$ cat src/verilog/ssb_pkg.sv
// constants, register map and carrier types for the startup strap and bring-up block
package ssb_pkg;

  localparam int CLK_PERIOD_NS = 40;
  localparam int POR_PULSE_NS = 75;
  localparam int PIN_HIZ_MAX_NS = 45;
  // least time rounds up, longest time rounds down, never below one cycle
  localparam int POR_CYCLES_RAW = (POR_PULSE_NS + CLK_PERIOD_NS - 1) / CLK_PERIOD_NS;
  localparam int POR_CYCLES = (POR_CYCLES_RAW < 1) ? 1 : POR_CYCLES_RAW;
  localparam int HIZ_CYCLES_RAW = PIN_HIZ_MAX_NS / CLK_PERIOD_NS;
  localparam int HIZ_CYCLES = (HIZ_CYCLES_RAW < 1) ? 1 : HIZ_CYCLES_RAW;
  localparam logic [1:0] POR_LOAD = 2'(POR_CYCLES);

  localparam int PIN_COUNT = 8;
  localparam int DATA_W = 8;
  localparam int ADDR_W = 16;
  localparam int MODE_LSB_W = 3;
  localparam int LOAD_COND_W = 5;

  // address spaces
  localparam logic [ADDR_W-1:0] SPACE_SYSTEM_CLOCK_INPUT = 16'h0100;
  localparam logic [ADDR_W-1:0] SPACE_PINS = 16'h0200;
  localparam logic [ADDR_W-1:0] SPACE_DPLL = 16'h0300;
  localparam logic [ADDR_W-1:0] SPACE_DIST = 16'h0400;
  localparam logic [ADDR_W-1:0] SPACE_REF = 16'h0500;
  localparam logic [ADDR_W-1:0] SPACE_PROFILE = 16'h0600;

  localparam logic [ADDR_W-1:0] ADDR_COMMIT = 16'h0005;
  localparam logic [ADDR_W-1:0] ADDR_STATUS = 16'h0d00;
  localparam logic [ADDR_W-1:0] ADDR_STRAP = 16'h0d01;

  localparam int COMMIT_BIT = 0;
  localparam int CAL_BIT = 0;
  localparam int SYNC_BIT = 1;
  localparam int REF_AUTO_BIT = 0;
  localparam int SYNC_PIN_EN_BIT = 3;
  localparam int SYNC_PIN_SEL_W = 3;

  // staged configuration entries
  localparam int NUM_CFG = 14;
  localparam int IDX_SYSTEM_CLOCK_INPUT_PERIOD = 0;
  localparam int IDX_SYSTEM_CLOCK_INPUT_STAB = 1;
  localparam int IDX_MF_DRIVE_EN = 2;
  localparam int IDX_MF_DRIVE_VAL = 3;
  localparam int IDX_IRQ_MASK = 4;
  localparam int IDX_IRQ_MODE = 5;
  localparam int IDX_WDOG_CTRL = 6;
  localparam int IDX_MF_SYNC_SEL = 7;
  localparam int IDX_DPLL_CTRL = 8;
  localparam int IDX_DIST_OUT_EN = 9;
  localparam int IDX_REF_CTRL = 10;
  localparam int IDX_PROFILE0 = 11;
  localparam int IDX_SYNC_CAL = 12;
  localparam int IDX_PROFILE_DETECT = 13;

  localparam logic [ADDR_W-1:0] CFG_ADDR [NUM_CFG] = '{
    16'h0100, 16'h0101, 16'h0200, 16'h0201, 16'h0202, 16'h0203, 16'h0204,
    16'h0205, 16'h0300, 16'h0400, 16'h0500, 16'h0600, 16'h0a02, 16'h0a0d};
  // masks closed, open-drain irq, watchdog off, outputs off, pins undriven
  localparam logic [DATA_W-1:0] CFG_RST [NUM_CFG] = '{
    8'h00, 8'h00, 8'h00, 8'h00, 8'h00, 8'h00, 8'h00,
    8'h00, 8'h00, 8'h00, 8'h00, 8'h00, 8'h00, 8'h00};

  typedef struct packed {
    logic [DATA_W-1:0] system_clock_input_period;
    logic [DATA_W-1:0] system_clock_input_stab;
    logic [DATA_W-1:0] irq_mask;
    logic [DATA_W-1:0] irq_mode;
    logic [DATA_W-1:0] wdog_ctrl;
    logic [DATA_W-1:0] dpll_ctrl;
    logic [DATA_W-1:0] ref_ctrl;
    logic [DATA_W-1:0] profile0;
  } ssb_active_t;

  typedef struct packed {
    logic serial_i2c;
    logic [MODE_LSB_W-1:0] i2c_addr_lsb;
    logic eeprom_load;
    logic [LOAD_COND_W-1:0] load_cond;
  } ssb_strap_t;

endpackage : ssb_pkg
$ cat src/verilog/ssb_bringup.sv
// power-on reset, strap capture, staged configuration and bring-up sequencing
`timescale 1ns/100ps
`default_nettype none

// Function
// - supplies good gives internal 75 ns reset
// - pins go high-impedance within 45 ns
// - pins float in reset, strap captured on release
// - strap bit n equals multifunction pin n
// - low strap bits zero selects SPI else I2C
// - upper strap bits zero skip EEPROM load
// - nonzero upper bits request EEPROM load, condition
// - commit bit applies settings written so far
// - calibrate set/commit/clear/commit starts calibration; here the first commit with the bit set starts it
// - pins default to undesignated high-impedance inputs
// - interrupt masks closed, irq pin open-drain
// - watchdog disabled after reset
// - distribution output enables disabled after reset
// - manual mode commit starts reference lock
// - auto mode commit starts selected detection
// - sync bit set-clear or sync pin enables outputs
// - parameters grouped into fixed address spaces
module ssb_bringup #(
  parameter int CAL_CYCLES = 64
) (
  input wire logic clk,
  input wire logic srst,
  input wire logic supplies_good,
  input wire logic [ssb_pkg::PIN_COUNT-1:0] multifunction_pins_in,
  output logic [ssb_pkg::PIN_COUNT-1:0] multifunction_pins_out,
  output logic [ssb_pkg::PIN_COUNT-1:0] multifunction_pins_oe_n,
  input wire logic reg_wr_en,
  input wire logic reg_rd_en,
  input wire logic [ssb_pkg::ADDR_W-1:0] reg_addr,
  input wire logic [ssb_pkg::DATA_W-1:0] reg_wdata,
  output logic [ssb_pkg::DATA_W-1:0] reg_rdata,
  output logic internal_reset,
  output logic [ssb_pkg::PIN_COUNT-1:0] startup_strap_word,
  output ssb_pkg::ssb_strap_t strap_decode,
  input wire logic eeprom_done,
  output logic eeprom_busy,
  output ssb_pkg::ssb_active_t cfg_active,
  output logic cal_start,
  output logic cal_busy,
  output logic [ssb_pkg::DATA_W-1:0] detect_start_mask,
  output logic detect_start,
  input wire logic detect_done,
  output logic detect_busy,
  output logic lock_start,
  output logic dist_sync,
  output logic [ssb_pkg::DATA_W-1:0] dist_out_en
);
  import ssb_pkg::*;

  localparam logic [7:0] CAL_LOAD = 8'(CAL_CYCLES);

  logic sup_meta_reg, sup_sync_reg, sup_prev_reg;
  logic [PIN_COUNT-1:0] mf_meta_reg, mf_sync_reg, mf_prev_reg;
  logic [1:0] por_cnt_reg;
  logic in_reset_reg;
  logic [PIN_COUNT-1:0] strap_reg;
  ssb_strap_t strap_dec_reg;
  logic eeprom_busy_reg;
  logic [DATA_W-1:0] stage_reg [NUM_CFG];
  logic [DATA_W-1:0] act_reg [NUM_CFG];
  logic [PIN_COUNT-1:0] pin_out_reg, pin_oe_n_reg;
  logic [DATA_W-1:0] rdata_reg;
  logic cal_prev_reg, sync_prev_reg;
  logic cal_start_reg;
  logic [7:0] cal_cnt_reg;
  logic cal_busy_reg;
  logic det_start_reg, det_busy_reg, lock_start_reg;
  logic [DATA_W-1:0] det_mask_reg;
  logic dist_sync_reg, dist_live_reg;
  logic [DATA_W-1:0] dist_en_reg;
  logic int_rst_reg;

  // internal power-on pulse, independent of srst
  wire por_start = sup_sync_reg & ~sup_prev_reg;
  wire core_rst = srst | (por_cnt_reg != 2'h0);
  wire release_evt = in_reset_reg & ~core_rst;

  always_ff @(posedge clk)
  begin
    sup_meta_reg <= supplies_good;
    sup_sync_reg <= sup_meta_reg;
    sup_prev_reg <= sup_sync_reg;
    mf_meta_reg <= multifunction_pins_in;
    mf_sync_reg <= mf_meta_reg;
    mf_prev_reg <= mf_sync_reg;
  end

  always_ff @(posedge clk)
  begin
    if (por_start)
      por_cnt_reg <= POR_LOAD;
    else if (por_cnt_reg != 2'h0)
      por_cnt_reg <= por_cnt_reg - 2'h1;
  end

  always_ff @(posedge clk)
  begin
    in_reset_reg <= core_rst | por_start;
    // pins already float on the start cycle, so the visible pulse keeps the counted width
    int_rst_reg <= core_rst;
  end

  // strap latch: the level at release is held until the next release; eeprom_load pulses for one cycle
  always_ff @(posedge clk)
  begin
    if (release_evt)
    begin
      strap_reg <= mf_sync_reg;
      strap_dec_reg.serial_i2c <= (mf_sync_reg[2:0] != 3'h0);
      strap_dec_reg.i2c_addr_lsb <= mf_sync_reg[2:0];
      strap_dec_reg.eeprom_load <= (mf_sync_reg[7:3] != 5'h00);
      strap_dec_reg.load_cond <= mf_sync_reg[7:3];
    end
    else
      strap_dec_reg.eeprom_load <= 1'b0;
  end

  always_ff @(posedge clk)
  begin
    if (core_rst)
      eeprom_busy_reg <= 1'b0;
    else if (release_evt && mf_sync_reg[7:3] != 5'h00)
      eeprom_busy_reg <= 1'b1;
    else if (eeprom_done)
      eeprom_busy_reg <= 1'b0;
  end

  // address decode by space
  wire [ADDR_W-1:0] space = {reg_addr[ADDR_W-1:8], 8'h00};
  wire space_known = (space == SPACE_SYSTEM_CLOCK_INPUT) | (space == SPACE_PINS) |
    (space == SPACE_DPLL) | (space == SPACE_DIST) | (space == SPACE_REF) |
    (space == SPACE_PROFILE) | (reg_addr[ADDR_W-1:8] == 8'h0a);
  wire commit_pulse = reg_wr_en & ~core_rst & (reg_addr == ADDR_COMMIT) &
    reg_wdata[COMMIT_BIT];
  wire [DATA_W-1:0] rd_chain [NUM_CFG+1];
  wire [NUM_CFG-1:0] cfg_hit;
  assign rd_chain[0] = '0;

  genvar gi;
  generate
    for (gi = 0; gi < NUM_CFG; gi++)
    begin : g_cfg
      assign cfg_hit[gi] = space_known & (reg_addr == CFG_ADDR[gi]);
      assign rd_chain[gi+1] = rd_chain[gi] | (cfg_hit[gi] ? stage_reg[gi] : '0);
      always_ff @(posedge clk)
      begin
        if (core_rst)
        begin
          stage_reg[gi] <= CFG_RST[gi];
          act_reg[gi] <= CFG_RST[gi];
        end
        else
        begin
          if (reg_wr_en && cfg_hit[gi])
            stage_reg[gi] <= reg_wdata;
          if (commit_pulse)
            act_reg[gi] <= stage_reg[gi];
        end
      end
    end
  endgenerate

  // pins float unless software drives them after commit
  generate
    for (gi = 0; gi < PIN_COUNT; gi++)
    begin : g_pin
      always_ff @(posedge clk)
      begin
        if (core_rst || por_start)
        begin
          pin_oe_n_reg[gi] <= 1'b1;
          pin_out_reg[gi] <= 1'b0;
        end
        else
        begin
          pin_oe_n_reg[gi] <= ~act_reg[IDX_MF_DRIVE_EN][gi];
          pin_out_reg[gi] <= act_reg[IDX_MF_DRIVE_VAL][gi];
        end
      end
    end
  endgenerate

  wire [DATA_W-1:0] status_word = {3'h0, dist_live_reg, det_busy_reg, eeprom_busy_reg,
    cal_busy, strap_dec_reg.serial_i2c};
  wire [DATA_W-1:0] rd_value = (reg_addr == ADDR_STATUS) ? status_word :
    (reg_addr == ADDR_STRAP) ? strap_reg : rd_chain[NUM_CFG];

  // the commit register always reads zero since no stored register stands behind its address
  always_ff @(posedge clk)
  begin
    if (core_rst)
      rdata_reg <= '0;
    else if (reg_rd_en)
      rdata_reg <= rd_value;
  end

  // calibration starts when the committed calibrate bit rises
  wire cal_bit = act_reg[IDX_SYNC_CAL][CAL_BIT];
  wire cal_rise = cal_bit & ~cal_prev_reg;
  always_ff @(posedge clk)
  begin
    if (core_rst)
    begin
      cal_prev_reg <= 1'b0;
      cal_start_reg <= 1'b0;
      cal_cnt_reg <= '0;
      cal_busy_reg <= 1'b0;
    end
    else
    begin
      cal_prev_reg <= cal_bit;
      cal_start_reg <= cal_rise;
      // busy looks one count ahead so the flag comes from a flop, not the counter compare
      cal_busy_reg <= cal_rise | (cal_cnt_reg > 8'h01);
      if (cal_rise)
        cal_cnt_reg <= CAL_LOAD;
      else if (cal_cnt_reg != 8'h00)
        cal_cnt_reg <= cal_cnt_reg - 8'h01;
    end
  end

  // manual mode locks right at commit, auto mode after detection
  wire auto_mode = stage_reg[IDX_REF_CTRL][REF_AUTO_BIT];
  wire det_go = commit_pulse & auto_mode & (stage_reg[IDX_PROFILE_DETECT] != 8'h00);
  always_ff @(posedge clk)
  begin
    if (core_rst)
    begin
      det_start_reg <= 1'b0;
      det_busy_reg <= 1'b0;
      det_mask_reg <= '0;
      lock_start_reg <= 1'b0;
    end
    else
    begin
      det_start_reg <= det_go;
      if (det_go)
        det_mask_reg <= stage_reg[IDX_PROFILE_DETECT];
      if (det_go)
        det_busy_reg <= 1'b1;
      else if (detect_done)
        det_busy_reg <= 1'b0;
      lock_start_reg <= (commit_pulse & ~auto_mode) |
        (det_busy_reg & detect_done);
    end
  end

  // distribution sync: committed sync bit falling after a set, or a pin edge
  wire sync_bit = act_reg[IDX_SYNC_CAL][SYNC_BIT];
  wire [SYNC_PIN_SEL_W-1:0] sync_pin = act_reg[IDX_MF_SYNC_SEL][SYNC_PIN_SEL_W-1:0];
  wire pin_sync = act_reg[IDX_MF_SYNC_SEL][SYNC_PIN_EN_BIT] &
    mf_sync_reg[sync_pin] & ~mf_prev_reg[sync_pin];
  wire sync_evt = (sync_prev_reg & ~sync_bit) | pin_sync;
  always_ff @(posedge clk)
  begin
    if (core_rst)
    begin
      sync_prev_reg <= 1'b0;
      dist_sync_reg <= 1'b0;
      dist_live_reg <= 1'b0;
      dist_en_reg <= '0;
    end
    else
    begin
      sync_prev_reg <= sync_bit;
      dist_sync_reg <= sync_evt;
      if (sync_evt)
        dist_live_reg <= 1'b1;
      dist_en_reg <= dist_live_reg ? act_reg[IDX_DIST_OUT_EN] : '0;
    end
  end

  assign multifunction_pins_out = pin_out_reg;
  assign multifunction_pins_oe_n = pin_oe_n_reg;
  assign reg_rdata = rdata_reg;
  assign internal_reset = int_rst_reg;
  assign startup_strap_word = strap_reg;
  assign strap_decode = strap_dec_reg;
  assign eeprom_busy = eeprom_busy_reg;
  assign cfg_active = '{act_reg[IDX_SYSTEM_CLOCK_INPUT_PERIOD], act_reg[IDX_SYSTEM_CLOCK_INPUT_STAB],
    act_reg[IDX_IRQ_MASK], act_reg[IDX_IRQ_MODE], act_reg[IDX_WDOG_CTRL],
    act_reg[IDX_DPLL_CTRL], act_reg[IDX_REF_CTRL], act_reg[IDX_PROFILE0]};
  assign cal_start = cal_start_reg;
  assign cal_busy = cal_busy_reg;
  assign detect_start_mask = det_mask_reg;
  assign detect_start = det_start_reg;
  assign detect_busy = det_busy_reg;
  assign lock_start = lock_start_reg;
  assign dist_sync = dist_sync_reg;
  assign dist_out_en = dist_en_reg;
endmodule : ssb_bringup

`default_nettype wire

$ cat config.mk
export PLATFORM = sky130hd
export DESIGN_NAME = ssb_bringup
export DESIGN_NICKNAME = d
export VERILOG_FILES = /design/src/verilog/ssb_pkg.sv /design/src/verilog/ssb_bringup.sv
export SDC_FILE = /design/constraint.sdc
export NUM_CORES = 1
export LEC_CHECK = 0
export BUFFER_PORTS_ARGS = -buffer_cell sky130_fd_sc_hd__buf_4
export CAP_MARGIN = 20
export CELL_PAD_IN_SITES_DETAIL_PLACEMENT = 0
export CELL_PAD_IN_SITES_GLOBAL_PLACEMENT = 2
export CORE_UTILIZATION = 25
export DETAILED_ROUTE_END_ITERATION = 10
export PLACE_DENSITY = 0.57
export SLEW_MARGIN = 25
export SYNTH_ARGS = -nofsm -noshare
export SYNTH_HDL_FRONTEND = slang
export SYNTH_SLANG_ARGS = --single-unit
$ cat constraint.sdc
create_clock -name clk -period 6 [get_ports clk]
set_input_delay 0.3 -clock clk [delete_from_list [all_inputs] [get_ports clk]]
set_output_delay 0.3 -clock clk [all_outputs]
set_load 0.02 [all_outputs]
# After elaboration in Yosys (flattened, before gate mapping)
# Memories as Yosys holds them, arrays and structs flattened. A register that Yosys moved wholly into a read port is not among the register bits.
# Cells that the tools add are included.
dict set report op_classes {
  addsub 2
  order_cmp 2
  eq_ne 24
  muxes 101
  bitwise 94
  reduce_logical 26
}
# cell n
set op_table {}
lappend op_table {{$mux W8} 44}
lappend op_table {{$eq A16 B10 Y1 const B} 7}
lappend op_table {{$or A8 B8 Y8} 13}
lappend op_table {{$eq A16 B12 Y1 const B} 4}
lappend op_table {{$mux W1} 53}
lappend op_table {{$eq A16 B11 Y1 const B} 3}
lappend op_table {{$or A1 B1 Y1} 39}
lappend op_table {{$eq A16 B9 Y1 const B} 2}
lappend op_table {{$and A1 B1 Y1} 27}
lappend op_table {{$eq A8 B3 Y1 const B} 3}
lappend op_table {{$eq A16 B3 Y1 const B} 1}
lappend op_table {{$eq A8 B2 Y1 const B} 2}
lappend op_table {{$reduce_bool A8 Y1} 2}
lappend op_table {{$logic_and A1 B1 Y1} 15}
lappend op_table {{$not A1 Y1} 15}
lappend op_table {{$mux W7} 2}
lappend op_table {{$eq A8 B1 Y1 const B} 1}
lappend op_table {{$eq A8 B4 Y1 const B} 1}
lappend op_table {{$gt A8 B1 Y1 const B} 1}
lappend op_table {{$reduce_bool A2 Y1} 4}
lappend op_table {{$sub A8 B1 Y8 const B} 1}
lappend op_table {{$bmux W1 S3} 2}
lappend op_table {{$reduce_bool A5 Y1} 1}
lappend op_table {{$lt A3 B4 Y1 const B} 1}
lappend op_table {{other kinds (4)} 5}
dict set report totals {
  reg_bits 91
  ram_bits 224
  in_bits 39
  word_cells 287
  n_memories 2
}
# memory depth width read_ports rd_clocked_by_memory_dff wr line
set mem_list {}
lappend mem_list {act_reg 14 8 13 2 14 ssb_bringup.sv:65} ;# logic [DATA_W-1:0] act_reg [NUM_CFG];
lappend mem_list {stage_reg 14 8 14 0 14 ssb_bringup.sv:64} ;# logic [DATA_W-1:0] stage_reg [NUM_CFG];

# Logic depth before layout (Yosys ltp)
dict set report depth {
  ltp_word 24
  depth_mapped 11
}

# Worst setup path after synthesis
# Ideal clock, no wire load.
dict set report synth_timing {
  path_type {input-to-reg}
  startpoint {in reg_addr[5] (netlist bit)}
  endpoint {mem act_reg[0][0], enable pin}
  setup_ps 469
  arrival_ps 4019
  t_required_ps 5531
  setup_slack_ps 1512
  path_stages 7
  path_cell_list {or4_1 > buf_2 > nor3_2 > and3_1 > buf_2 > buf_2 > nand2b_1}
}
# item line
set synth_rtl {}
lappend synth_rtl {{from (decl)} ssb_bringup.sv:34} ;# input wire logic [ssb_pkg::ADDR_W-1:0] reg_addr,
lappend synth_rtl {{to (decl)} ssb_bringup.sv:65}

==> metrics <==
Core Region 47950 um2; CP Max Fanout 56; Synth area leader edfxtp_1; mapped cell area 12210 um2; Post-CTS Setup Inserts 0; total wire length 39200 um; Top FF cell, synth edfxtp_1; CTS resizes 0; CTS Hold Bufs 10; final setup margin 2.830 ns; VDD IR max 0.1374 mV; Initial DRT Pass Iterations 5; RSZ-0062 raised after global routing false; Syn Inst Count 943; syn avg cell area 12.95 um2; dpl cells 1675; outcome complete, no violations; wire per inst 22.39 um; ANT cells 0; clock buffer count from CTS 36; Layout Cells excl Fill 1751; clock slew at the register clock pins of the worst setup and hold paths 0.06 ns; max-cap violation count 0; Warnings, synthesis 0; critical path buffer and inverter count 2; Placement Setup Slack 2.513 ns; Min-Delay Path Class in2reg; # setup viols final 0; slowest CP cell nand2_1; Startpoint Class flop; hpwl dp 27660 um; commonest cells in the netlist edfxtp_1 (215), and2_1 (212), dfxtp_1 (90); share of post-route cells with drive strength above 1 22.54%; WP data required 6.21 ns; Crit path max-delay family simple AND/OR/NAND/NOR gates; worst path cell trace inv_1 > ha_1 > nor2b_2 > nand2_1 > nor4_1 > and3_2 > nand2b_4 > buf_12; initial antenna violation count 3; Layout Utilization 32.11%; Die Span Y 223.0 um; skew final 0.01831 ns; Vias/cell 4.585; CP peak stage delay 0.49 ns; sequential share of power 48.7%; vias in the first global route 8261; FP Rows 80; CP Data Arrival Time 3.38 ns; root buffer cell clkbuf_16; syn_nets 986; Max Fclk 315.5 MHz; H-Tree Depth 2; total power 6.003 mW; setup TNS 0 ns; total gr overflow 0; Residual DRC 0; Fillers 4826; largest net degree at the start of global routing 99; Seq/Total Area, Yosys 67.64%; leakage 6.156 nW; PortBufs 168; Clk pwr share 37.5%; fin crit share 52.83%; DRT antenna net count 0; fin crit period 3.170 ns; max reg flops 112; I/O pins 169; combinational power share 13.8%; Switch Pwr 1.667 mW; hold_ws 0.06118 ns; Nets 1151; Placed Area 14060 um2; max-slew violations 0; GRT Total Usage 15.81%; Initial Utilization 25.46%; number of synthesized flops with an enable pin 215; Hold Violations, Final 0; count of cell types in the netlist 57; first-pass GRT wire length 56660 um; Synth area leaders edfxtp_1 (53%), dfxtp_1 (15%), and2_1 (11%); area grow syn2layout 26.11%; most used standard cell by instance count after synthesis edfxtp_1; #FFs+latches synth 305; area of the multi-input gates 3680 um2; CTS tree built; die area 49720 um2; initial drt markers 573; Die X 223.0 um; gpl congestion 0.8624; Max-slew headroom 35.51%; clock buffer depth 3; Vias 8028; CP Class reg2reg; register area 8258 um2; P per Cell Area 389.9 nW/um2; Least-Margin Pin Slew 0.9638 ns; # clock sinks 305; Final Instance Area 15400 um2; Sw Ratio 27.77%; asr flop ratio synth 0%; CP endpoint kind flop; area fraction of the dominant cell type after synthesis 52.89%; internal power 4.336 mW; worst skew pair latency 0.55 ns
[logic make-up (layout without fill, tap and decap cells)]
logic type	after synthesis	after routing	synth area share [%]
mux	28	28	2.460
buf+inv	70	263	2.532
flops	305	305	67.64
fa+ha+maj	4	4	0.4100
compound gates	108	108	6.129
xor+xnor	8	8	0.5739
simple gates	420	420	20.25
[routing by layer]
| metal | share of wire [%] | vias to the layer above | global-route usage [%] |
|---|---|---|---|
| li1 | - | 3752 | - |
| met1 | 45 | 3984 | 21.19 |
| met2 | 47 | 233 | 25.45 |
| met3 | 5.3 | 59 | 2.897 |
| met4 | 2.5 | 0 | 5.695 |
| met5 | 0 | - | 0 |
[power by group through the flow]
stage / registers (mW) / clock network, mW / logic [mW]
2_1_floorplan: 2.99 / 0 / 0.325
3_3_place_gp: 2.98 / 0 / 0.830
3_5_place_dp: 2.97 / 0 / 0.837
4_1_cts: 2.94 / 2.31 / 0.845
5_1_grt: 2.96 / 2.39 / 0.893
6_report: 2.92 / 2.25 / 0.828
[layout make-up]
class | instances | area share, %
clock inverters | 20 | 1.365
multi-input cells | 568 | 23.90
well taps | 615 | 4.998
clock buffers | 46 | 6.566
flip-flops and latches | 305 | 53.64
inverters | 13 | 0.3169
repair buffers | 184 | 9.216
[cell usage in the layout (no fill, tap or decap), types with 19 or more instances in the layout]
cell / netlist / routed
nor3_1: 19 / 19
and2_1: 212 / 212
dfxtp_1: 90 / 90
nand2_1: 51 / 51
buf_4: 8 / 173
clkbuf_16: 0 / 38
nor2_1: 39 / 38
edfxtp_1: 215 / 215
mux2i_1: 21 / 21
[worst register-to-register path: cells and delay by family (launching register included)]
kind          cells  cell delay, ns
simple gates      5            1.82
buf+inv           2            0.43
flops             1            0.31
fa+ha+maj         1            0.19
[worst paths after layout]
kind / startpoint / endpoint / slack, ns / cells past startpoint
worst max-delay path: por_cnt_reg[0]$_SDFFE_PP0P_ / act_reg[10][3]$_SDFFCE_PN0P_ / 2.83 / 8
worst min-delay path: eeprom_done / eeprom_busy$_SDFFE_PP0P_ / 0.06 / 3
worst max register to register: por_cnt_reg[0]$_SDFFE_PP0P_ / act_reg[10][3]$_SDFFCE_PN0P_ / 2.83 / 8
worst min register to register: mf_meta_reg[4]$_DFF_P_ / mf_sync_reg[4]$_DFF_P_ / 0.32 / 0
No activity file was read; power rests on OpenSTA's default activity.
